===== src/hdl/tec_pkg.sv =====
// Package: addresses, bit positions and reset values of the timer and external interrupt control
package tec_pkg;

  // ----------------------------------------------------------------------
  // Special function register addresses
  // ----------------------------------------------------------------------
  localparam logic [7:0] TIMER_EXTINT_CONTROL_ADDR    = 8'h88;
  localparam logic [7:0] INTERRUPT_ENABLE_SECOND_ADDR = 8'hB1;

  // ----------------------------------------------------------------------
  // Bit positions in timer_extint_control
  // ----------------------------------------------------------------------
  localparam int unsigned TIMER_ONE_OVERFLOW_BIT  = 7;
  localparam int unsigned TIMER_ONE_RUN_BIT       = 6;
  localparam int unsigned TIMER_ZERO_OVERFLOW_BIT = 5;
  localparam int unsigned TIMER_ZERO_RUN_BIT      = 4;
  localparam int unsigned EXT_ONE_FLAG_BIT        = 3;
  localparam int unsigned EXT_ONE_TRIGGER_BIT     = 2;
  localparam int unsigned EXT_ZERO_FLAG_BIT       = 1;
  localparam int unsigned EXT_ZERO_TRIGGER_BIT    = 0;

  // ----------------------------------------------------------------------
  // Bit positions in interrupt_enable_second
  // ----------------------------------------------------------------------
  localparam int unsigned SMARTCARD_IRQ_ENABLE_BIT = 3;

  // ----------------------------------------------------------------------
  // Reset values
  // ----------------------------------------------------------------------
  localparam logic [7:0] TIMER_EXTINT_CONTROL_RESET = 8'h00;
  localparam logic       SMARTCARD_IRQ_ENABLE_RESET = 1'b0;
  localparam logic [7:0] READ_IDLE_VALUE            = 8'h00;

  // Trigger select encodings
  localparam logic TRIGGER_LOW_LEVEL    = 1'b0;
  localparam logic TRIGGER_FALLING_EDGE = 1'b1;

endpackage : tec_pkg


===== src/hdl/tec_extint_if.sv =====
// Interface: trigger select and detection between control registers and pin detector
`timescale 1ns/1ns
interface tec_extint_if;
  logic trigger_select;
  logic detect;

  modport ctrl (output trigger_select, input detect);
  modport det  (input trigger_select, output detect);
endinterface : tec_extint_if


===== src/hdl/tec_extint_detect.sv =====
// Module: external interrupt pin synchroniser with level and falling-edge detection
`timescale 1ns/1ns
module tec_extint_detect (
  input  wire logic i_mclk,
  input  wire logic i_rst,
  input  wire logic i_pin_n,
  tec_extint_if.det port_if
);

  logic sync1_q;
  logic sync2_q;
  logic prev_q;

  // --------------------------------------------------------------------
  // Two-stage synchroniser, then one stage of history
  // --------------------------------------------------------------------
  always_ff @(posedge i_mclk) begin
    if (i_rst) begin
      sync1_q <= 1'b1;
      sync2_q <= 1'b1;
      prev_q  <= 1'b1;
    end else begin
      sync1_q <= i_pin_n;
      sync2_q <= sync1_q;
      prev_q  <= sync2_q;
    end
  end

  // Low level or falling edge per trigger select
  always_comb begin
    if (port_if.trigger_select == tec_pkg::TRIGGER_FALLING_EDGE) begin
      port_if.detect = prev_q & ~sync2_q; // see RULE12
    end else begin
      port_if.detect = ~sync2_q; // see RULE12
    end
  end

endmodule : tec_extint_detect


===== src/hdl/tec_control_regs.sv =====
// Module: timer run, overflow flag, external interrupt and smartcard enable registers
// --------------------------------------------------------------------------
// Overview of operation
// RULE1: second enable register keeps only smartcard enable at bit 3, reset low.
// RULE2: timer one overflow sets bit 7; vectoring to its handler clears it.
// RULE3: bit 6 starts timer one when one, stops it when zero.
// RULE4: timer zero overflow sets bit 5; vectoring to its handler clears it.
// RULE5: a detected condition on external pin zero sets bit 1.
// RULE6: edge mode clears bit 1 on servicing; level mode leaves it set.
// RULE7: control register resets to all zeros.
// RULE8: control register is eight bits at special function address 0x88.
// RULE9: external one event sets bit 3; servicing that interrupt clears it.
// RULE10: bit 2 picks level or falling edge for external interrupt one.
// RULE11: bit 4 starts timer zero when one, stops it when zero.
// RULE12: trigger select zero means low level, one means falling edge.
// --------------------------------------------------------------------------
`timescale 1ns/1ns
module tec_control_regs (
  input  wire logic       i_mclk,
  input  wire logic       i_rst,
  input  wire logic [7:0] i_sfr_addr,
  input  wire logic       i_sfr_wr,
  input  wire logic [7:0] i_sfr_wdata,
  input  wire logic       i_sfr_rd,
  output logic      [7:0] o_sfr_rdata,
  input  wire logic       i_timer_zero_overflow,
  input  wire logic       i_timer_one_overflow,
  input  wire logic       i_ext_zero_pin_n,
  input  wire logic       i_ext_one_pin_n,
  input  wire logic       i_vector_timer_zero,
  input  wire logic       i_vector_timer_one,
  input  wire logic       i_vector_ext_zero,
  input  wire logic       i_vector_ext_one,
  output logic            o_timer_zero_run,
  output logic            o_timer_one_run,
  output logic            o_timer_zero_overflow_flag,
  output logic            o_timer_one_overflow_flag,
  output logic            o_ext_zero_irq_flag,
  output logic            o_ext_one_irq_flag,
  output logic            o_smartcard_irq_enable
);

  // --------------------------------------------------------------------
  // Register state
  // --------------------------------------------------------------------
  logic       timer_one_overflow_flag_q;
  logic       timer_one_run_q;
  logic       timer_zero_overflow_flag_q;
  logic       timer_zero_run_q;
  logic       ext_one_irq_flag_q;
  logic       ext_one_trigger_select_q;
  logic       ext_zero_irq_flag_q;
  logic       ext_zero_trigger_select_q;
  logic       smartcard_irq_enable_q;
  logic [7:0] rdata_q;
  logic [7:0] control_value;
  logic       wr_control;
  logic       wr_enable_second;

  tec_extint_if ext_zero_if ();
  tec_extint_if ext_one_if ();

  // Address decode of the two registers
  function automatic logic addr_hit(input logic [7:0] addr, input logic [7:0] target);
    addr_hit = (addr == target);
  endfunction : addr_hit

  assign wr_control       = i_sfr_wr & addr_hit(i_sfr_addr,
                                               tec_pkg::TIMER_EXTINT_CONTROL_ADDR); // see RULE8
  assign wr_enable_second = i_sfr_wr & addr_hit(i_sfr_addr,
                                               tec_pkg::INTERRUPT_ENABLE_SECOND_ADDR);

  // --------------------------------------------------------------------
  // Pin detectors
  // --------------------------------------------------------------------
  assign ext_zero_if.trigger_select = ext_zero_trigger_select_q;
  assign ext_one_if.trigger_select  = ext_one_trigger_select_q;

  tec_extint_detect u_ext_zero (
    .i_mclk  (i_mclk),
    .i_rst   (i_rst),
    .i_pin_n (i_ext_zero_pin_n),
    .port_if (ext_zero_if.det)
  );

  tec_extint_detect u_ext_one (
    .i_mclk  (i_mclk),
    .i_rst   (i_rst),
    .i_pin_n (i_ext_one_pin_n),
    .port_if (ext_one_if.det)
  );

  // --------------------------------------------------------------------
  // Timer one overflow flag: set beats clear
  // --------------------------------------------------------------------
  always_ff @(posedge i_mclk) begin
    if (i_rst) begin
      timer_one_overflow_flag_q <= tec_pkg::TIMER_EXTINT_CONTROL_RESET
                                   [tec_pkg::TIMER_ONE_OVERFLOW_BIT]; // see RULE7
    end else if (i_timer_one_overflow) begin
      timer_one_overflow_flag_q <= 1'b1; // see RULE2
    end else if (i_vector_timer_one) begin
      timer_one_overflow_flag_q <= 1'b0; // see RULE2
    end else if (wr_control) begin
      timer_one_overflow_flag_q <= i_sfr_wdata[tec_pkg::TIMER_ONE_OVERFLOW_BIT];
    end
  end

  // Timer zero overflow flag: set beats clear
  always_ff @(posedge i_mclk) begin
    if (i_rst) begin
      timer_zero_overflow_flag_q <= tec_pkg::TIMER_EXTINT_CONTROL_RESET
                                    [tec_pkg::TIMER_ZERO_OVERFLOW_BIT]; // see RULE7
    end else if (i_timer_zero_overflow) begin
      timer_zero_overflow_flag_q <= 1'b1; // see RULE4
    end else if (i_vector_timer_zero) begin
      timer_zero_overflow_flag_q <= 1'b0; // see RULE4
    end else if (wr_control) begin
      timer_zero_overflow_flag_q <= i_sfr_wdata[tec_pkg::TIMER_ZERO_OVERFLOW_BIT];
    end
  end

  // --------------------------------------------------------------------
  // Run controls and trigger selects, software written
  // --------------------------------------------------------------------
  always_ff @(posedge i_mclk) begin
    if (i_rst) begin
      timer_one_run_q           <= tec_pkg::TIMER_EXTINT_CONTROL_RESET
                                   [tec_pkg::TIMER_ONE_RUN_BIT]; // see RULE7
      timer_zero_run_q          <= tec_pkg::TIMER_EXTINT_CONTROL_RESET
                                   [tec_pkg::TIMER_ZERO_RUN_BIT];
      ext_one_trigger_select_q  <= tec_pkg::TIMER_EXTINT_CONTROL_RESET
                                   [tec_pkg::EXT_ONE_TRIGGER_BIT];
      ext_zero_trigger_select_q <= tec_pkg::TIMER_EXTINT_CONTROL_RESET
                                   [tec_pkg::EXT_ZERO_TRIGGER_BIT];
    end else if (wr_control) begin
      timer_one_run_q           <= i_sfr_wdata[tec_pkg::TIMER_ONE_RUN_BIT]; // see RULE3
      timer_zero_run_q          <= i_sfr_wdata[tec_pkg::TIMER_ZERO_RUN_BIT]; // see RULE11
      ext_one_trigger_select_q  <= i_sfr_wdata[tec_pkg::EXT_ONE_TRIGGER_BIT]; // see RULE10
      ext_zero_trigger_select_q <= i_sfr_wdata[tec_pkg::EXT_ZERO_TRIGGER_BIT]; // see RULE12
    end
  end

  // --------------------------------------------------------------------
  // External interrupt zero flag
  // --------------------------------------------------------------------
  always_ff @(posedge i_mclk) begin
    if (i_rst) begin
      ext_zero_irq_flag_q <= tec_pkg::TIMER_EXTINT_CONTROL_RESET
                             [tec_pkg::EXT_ZERO_FLAG_BIT]; // see RULE7
    end else if (ext_zero_if.detect) begin
      ext_zero_irq_flag_q <= 1'b1; // see RULE5
    end else if (i_vector_ext_zero &&
                 ext_zero_trigger_select_q == tec_pkg::TRIGGER_FALLING_EDGE) begin
      ext_zero_irq_flag_q <= 1'b0; // see RULE6
    end else if (wr_control) begin
      ext_zero_irq_flag_q <= i_sfr_wdata[tec_pkg::EXT_ZERO_FLAG_BIT];
    end
  end

  // External interrupt one flag
  always_ff @(posedge i_mclk) begin
    if (i_rst) begin
      ext_one_irq_flag_q <= tec_pkg::TIMER_EXTINT_CONTROL_RESET
                            [tec_pkg::EXT_ONE_FLAG_BIT]; // see RULE7
    end else if (ext_one_if.detect) begin
      ext_one_irq_flag_q <= 1'b1; // see RULE9
    end else if (i_vector_ext_one) begin
      ext_one_irq_flag_q <= 1'b0; // see RULE9
    end else if (wr_control) begin
      ext_one_irq_flag_q <= i_sfr_wdata[tec_pkg::EXT_ONE_FLAG_BIT];
    end
  end

  // --------------------------------------------------------------------
  // Second interrupt enable register, only the smartcard bit is kept
  // --------------------------------------------------------------------
  always_ff @(posedge i_mclk) begin
    if (i_rst) begin
      smartcard_irq_enable_q <= tec_pkg::SMARTCARD_IRQ_ENABLE_RESET; // see RULE1
    end else if (wr_enable_second) begin
      smartcard_irq_enable_q <= i_sfr_wdata[tec_pkg::SMARTCARD_IRQ_ENABLE_BIT]; // see RULE1
    end
  end

  // --------------------------------------------------------------------
  // Read path, registered, unmapped reads return zero
  // --------------------------------------------------------------------
  always_comb begin
    control_value = 8'h00;
    control_value[tec_pkg::TIMER_ONE_OVERFLOW_BIT]  = timer_one_overflow_flag_q;
    control_value[tec_pkg::TIMER_ONE_RUN_BIT]       = timer_one_run_q;
    control_value[tec_pkg::TIMER_ZERO_OVERFLOW_BIT] = timer_zero_overflow_flag_q;
    control_value[tec_pkg::TIMER_ZERO_RUN_BIT]      = timer_zero_run_q;
    control_value[tec_pkg::EXT_ONE_FLAG_BIT]        = ext_one_irq_flag_q;
    control_value[tec_pkg::EXT_ONE_TRIGGER_BIT]     = ext_one_trigger_select_q;
    control_value[tec_pkg::EXT_ZERO_FLAG_BIT]       = ext_zero_irq_flag_q;
    control_value[tec_pkg::EXT_ZERO_TRIGGER_BIT]    = ext_zero_trigger_select_q;
  end

  always_ff @(posedge i_mclk) begin
    if (i_rst) begin
      rdata_q <= tec_pkg::READ_IDLE_VALUE;
    end else if (i_sfr_rd) begin
      if (addr_hit(i_sfr_addr, tec_pkg::TIMER_EXTINT_CONTROL_ADDR)) begin
        rdata_q <= control_value; // see RULE8
      end else if (addr_hit(i_sfr_addr, tec_pkg::INTERRUPT_ENABLE_SECOND_ADDR)) begin
        rdata_q <= {4'h0, smartcard_irq_enable_q, 3'h0}; // see RULE1
      end else begin
        rdata_q <= tec_pkg::READ_IDLE_VALUE;
      end
    end
  end

  // --------------------------------------------------------------------
  // Outputs
  // --------------------------------------------------------------------
  assign o_sfr_rdata                = rdata_q;
  assign o_timer_zero_run           = timer_zero_run_q;
  assign o_timer_one_run            = timer_one_run_q;
  assign o_timer_zero_overflow_flag = timer_zero_overflow_flag_q;
  assign o_timer_one_overflow_flag  = timer_one_overflow_flag_q;
  assign o_ext_zero_irq_flag        = ext_zero_irq_flag_q;
  assign o_ext_one_irq_flag         = ext_one_irq_flag_q;
  assign o_smartcard_irq_enable     = smartcard_irq_enable_q;

endmodule : tec_control_regs


===== config.mk =====
export PLATFORM = sky130hd
export DESIGN_NAME = tec_control_regs
export DESIGN_NICKNAME = d
export VERILOG_FILES = /design/src/hdl/tec_pkg.sv /design/src/hdl/tec_extint_if.sv /design/src/hdl/tec_extint_detect.sv /design/src/hdl/tec_control_regs.sv
export SDC_FILE = /design/constraint.sdc
export NUM_CORES = 1
export LEC_CHECK = 0
export BUFFER_PORTS_ARGS = -buffer_cell sky130_fd_sc_hd__buf_2
export CAP_MARGIN = 20
export CORE_ASPECT_RATIO = 0.75
export CORE_MARGIN = 4
export CORE_UTILIZATION = 43
export DETAILED_ROUTE_END_ITERATION = 6
export HOLD_SLACK_MARGIN = 0.15
export PLACE_DENSITY = 0.75
export SLEW_MARGIN = 20
export SYNTH_ARGS = -nofsm -noshare
export SYNTH_HDL_FRONTEND = slang
export SYNTH_SLANG_ARGS = --single-unit

===== constraint.sdc =====
create_clock -name i_mclk -period 2.8 [get_ports i_mclk]
set_input_delay 0.14 -clock i_mclk [delete_from_list [all_inputs] [get_ports i_mclk]]
set_output_delay 0.14 -clock i_mclk [all_outputs]
set_load 0.05 [all_outputs]

==> out/results.txt <==
The run finished with clean final reports. The tools report the element type at the critical path start as an input pin. In the synthesized netlist, the number of instances is 86.

The via total after detailed routing is 816, and the simple-gate area share of the yosys netlist is 27.41%. The tools report the number of antenna cells inserted as 0. The sequential standard cell area was 460.4 um^2.

The first global-routing pass estimated 3256 um of wire. The cell with the most instances on the worst path is sky130_fd_sc_hd__dlygate4sd3_1. Summed over its instances, the top area cell type makes up 50.69% of the synthesized netlist area.

The vertical extent of the die works out to 47.81 um. The first routing iteration left 17 violations. The fraction of the cycle the final worst path needs is 77.29%. Global routing consumed, over all layers together, 15.46% of the routing resources. The detail-routed net length per standard cell is 11.92 um. After synthesis the netlist holds a flip-flop and latch count of 23.

The ratio of total power to cell area came out at 430.0 mW/mm^2. The fraction of layout instances using a drive strength above 1 was 38.19%. For this run, the leading register cell type out of synthesis is sky130_fd_sc_hd__dfxtp_1. The clock net in this run drives a total of 23 sinks. In this run the remaining antenna-violating nets after routing total 0. The tools report the final count of pins violating max slew as 0. The synthesized design spends more area on one cell type than any other, namely sky130_fd_sc_hd__dfxtp_1.

The synthesis-to-layout area growth came out at 43.80%. By startpoint and endpoint, the worst setup path is classified as input pin to flop. Setup repair after global routing left no endpoint under its margin.

In this run the tightest slew margin relative to its limit is 74.28%. The logs give 64.84% for the final design utilization and 908.4 um^2 for the cell area after synthesis. The synthesized netlist devotes 9.917% of its cell area to compound gates.

The largest individual stage delay along the critical path comes from the cell sky130_fd_sc_hd__dlygate4sd3_1. The clock arrives with 0.001123 ns of skew. After clock tree synthesis, the clock-pin slew on the worst setup and hold paths is 0.11 ns. The commonest cells after synthesis are sky130_fd_sc_hd__dfxtp_1 (23), sky130_fd_sc_hd__nor2_1 (12), sky130_fd_sc_hd__mux2i_1 (9), sky130_fd_sc_hd__nor2b_1 (9), sky130_fd_sc_hd__a21oi_1 (7).

Counting every net in the synthesized netlist gives 114. Of all nets on the critical path, the largest fanout is 8. The dominant cell by count in the synthesized netlist is sky130_fd_sc_hd__dfxtp_1. In this run, synthesis inferred 0 flip-flops with an integrated enable. The fraction of registers with async set or reset after synthesis was 0%. The worst path in the final design needs a cycle of 2.164 ns, including I/O delays and setup. For the pin with the worst max-slew slack, the measured transition is 0.3858 ns. The I/O pin count was 43; the final routed DRC violation total was 0. The combinational family with the most area after synthesis was simple AND/OR/NAND/NOR gates.

The analysis attributes to cell leakage a power of 0.6536 nW. Traced cell by cell, the critical path runs through dlygate4sd3_1 -> buf_2 -> nor4b_4 -> nand3_4 -> mux2i_1 -> o31ai_1 -> dlygate4sd3_1. The tree is rooted in a sky130_fd_sc_hd__clkbuf_4. The horizontal die dimension is 61.07 um, and the number of buffer cells added on primary ports is 42. The logs give 1 for the number of H-tree levels and 0.002014 mm^2 for the area of the core region. The highest ir drop seen on vdd came out at 280.6 uV. The logs give 173 for the net total in the final layout and 0 for the number of antenna violations at the first check in global routing. After routing, the total negative slack on setup checks comes to 0 ns.

TritonCTS built the clock tree. The tools report the count of maximum capacitance violations as 0. After synthesis, the share of cell area in mux cells is 9.917%. The total of endpoints with negative setup slack in the final report came out at 0. The total area of multi-input combinational cells is 429.2 um^2. Summing the areas of all xor and xnor instances in the mapped netlist gives 0% of the synthesized area. The timing-limited maximum frequency was 0.4621 GHz; the number of filler cells placed in the layout was 161.

The initialized floorplan defines 14 standard-cell rows. Dividing the detail-routed via count by the number of cells gives 4.857. The mean post-synth cell area was 10.56 um^2. The tightest min-delay check is of the input pin to flop type. Summing the sequential cell areas from Yosys gives 50.69% of the chip area. Final wirelength: 2002 um. The tools report the starting density of the core as 45.09%. The number of global-route vias before repair was 775. The number of clock buffers added by TritonCTS is 3.

Entering global routing, the biggest net connects 26 pins. The final number of hold-violating endpoints is 0. In this run the deepest clock path goes through 2 buffers. The register with the most flip-flops in the layout has 8 of them. The die covers 0.002919 mm^2. For this run, the slowest stage of the critical path takes 0.59 ns.

The netlist uses 20 different library cells. After Yosys synthesis, full adders, half adders and majority gates account for 0% of the synthesized area. The arrival time of data at the critical path endpoint is 2.42 ns.

The data required time of the worst path was 3.05 ns; the clock latency at the later pin of the worst-skew pair was 0.30 ns. The tools report the number of warnings reported in the yosys synthesis log as 0. The first detailed-routing pass ran for 5 iterations. For the placer's final routability congestion estimate, the log shows 0.7059. By area the synthesized netlist is led by sky130_fd_sc_hd__dfxtp_1 (51%), sky130_fd_sc_hd__mux2i_1 (9.9%), sky130_fd_sc_hd__nor2b_1 (6.2%). The worst setup path is captured at a flop. The sum of overflow across all layers after global routing is 0.
## cells in the final DEF, fill, tap and decap left out
cell                            netlist  layout
sky130_fd_sc_hd__and4b_1              1       1
sky130_fd_sc_hd__buf_2                0      42
sky130_fd_sc_hd__mux2i_1              9       9
sky130_fd_sc_hd__nand3_4              1       1
sky130_fd_sc_hd__nor2_1              12      12
sky130_fd_sc_hd__clkbuf_4             0       3
sky130_fd_sc_hd__nand3_1              2       2
sky130_fd_sc_hd__dlygate4sd3_1        0      15
sky130_fd_sc_hd__a21oi_1              7       7
sky130_fd_sc_hd__and3_1               1       1
sky130_fd_sc_hd__dfxtp_1             23      23
sky130_fd_sc_hd__nand2b_1             3       3
sky130_fd_sc_hd__nor2b_1              9       9
sky130_fd_sc_hd__a21o_1               1       1
sky130_fd_sc_hd__or2_2                6       6
sky130_fd_sc_hd__a21oi_2              1       1
sky130_fd_sc_hd__clkbuf_1             2       1
sky130_fd_sc_hd__nor4b_4              2       2
sky130_fd_sc_hd__o22ai_1              1       1
sky130_fd_sc_hd__a22o_1               1       1
sky130_fd_sc_hd__o32ai_1              1       1
sky130_fd_sc_hd__o31ai_1              2       2
## worst max-delay path: cells and delay by family
family                 cells  cell delay (ns)
AOI/OAI and AO/OA          1             0.22
buffers and inverters      3             1.25
muxes                      1             0.17
and+or+nand+nor            2             0.62
## metrics by stage
step | cells | hold WS (ns) | worst slack [ns] | cell area [um^2] | total power [mW]
floorplan | 86 | 0.2437 | 1.673 | 908.4 | 0.3738
global placement | 149 | 0.3239 | 1.482 | 1130 | 0.4034
detailed placement | 149 | 0.3283 | 1.430 | 1130 | 0.4047
CTS | 168 | 0.1509 | 0.7268 | 1306 | 0.5723
global route | 168 | 0.1746 | 0.5226 | 1306 | 0.5909
finish | 168 | 0.1620 | 0.6359 | 1306 | 0.5617
## power breakdown
group	switching (mW)	total, mW	internal, mW
sequential	0.00333	0.338	0.334
clock	0.0920	0.148	0.0556
combinational	0.0369	0.0765	0.0396
## final timing paths
kind,end,depth (start not counted),from,slack [ns]
max,o_timer_zero_overflow_flag$_SDFFE_PP0P_,7,i_sfr_addr[6],0.64
min,o_sfr_rdata[3]$_SDFFE_PP0P_,4,i_sfr_addr[1],0.16
max reg2reg,o_ext_zero_irq_flag$_SDFFE_PP0P_,3,u_ext_zero.sync2_q$_SDFF_PP1_,1.47
min reg2reg,u_ext_one.sync2_q$_SDFF_PP1_,1,u_ext_one.sync1_q$_SDFF_PP1_,0.42
## per-layer routing
layer	track usage, %	wire (um)	vias up
li1	-	-	414
met1	17.40	795	359
met5	0	0	-
met2	27.85	933	40
met4	3.896	11	0
met3	5.930	261	3
## cell families (layout without fill, tap and decap cells)
kind of cell           after synthesis  count (layout)
AO/OA/AOI/OAI                       14              14
buffers and inverters                3              61
flip-flops                          23              23
multiplexers                         9               9
AND/OR/NAND/NOR                     37              37
## what timing repair did
action                                  4_1_cts  5_1_grt
resized for setup                             0        0
endpoints found under the setup margin        0        0
endpoints found under the hold margin        12        0
hold buffers                                 15        0
setup buffers                                 0        0
## cell type report
type | instances | area share, %
clock buffers | 4 | 2.011
repair buffers | 57 | 27.59
multi-input cells | 60 | 32.85
flip-flops and latches | 23 | 35.25
well taps | 24 | 2.299
Note: power is estimated with default switching activity, not from simulation.
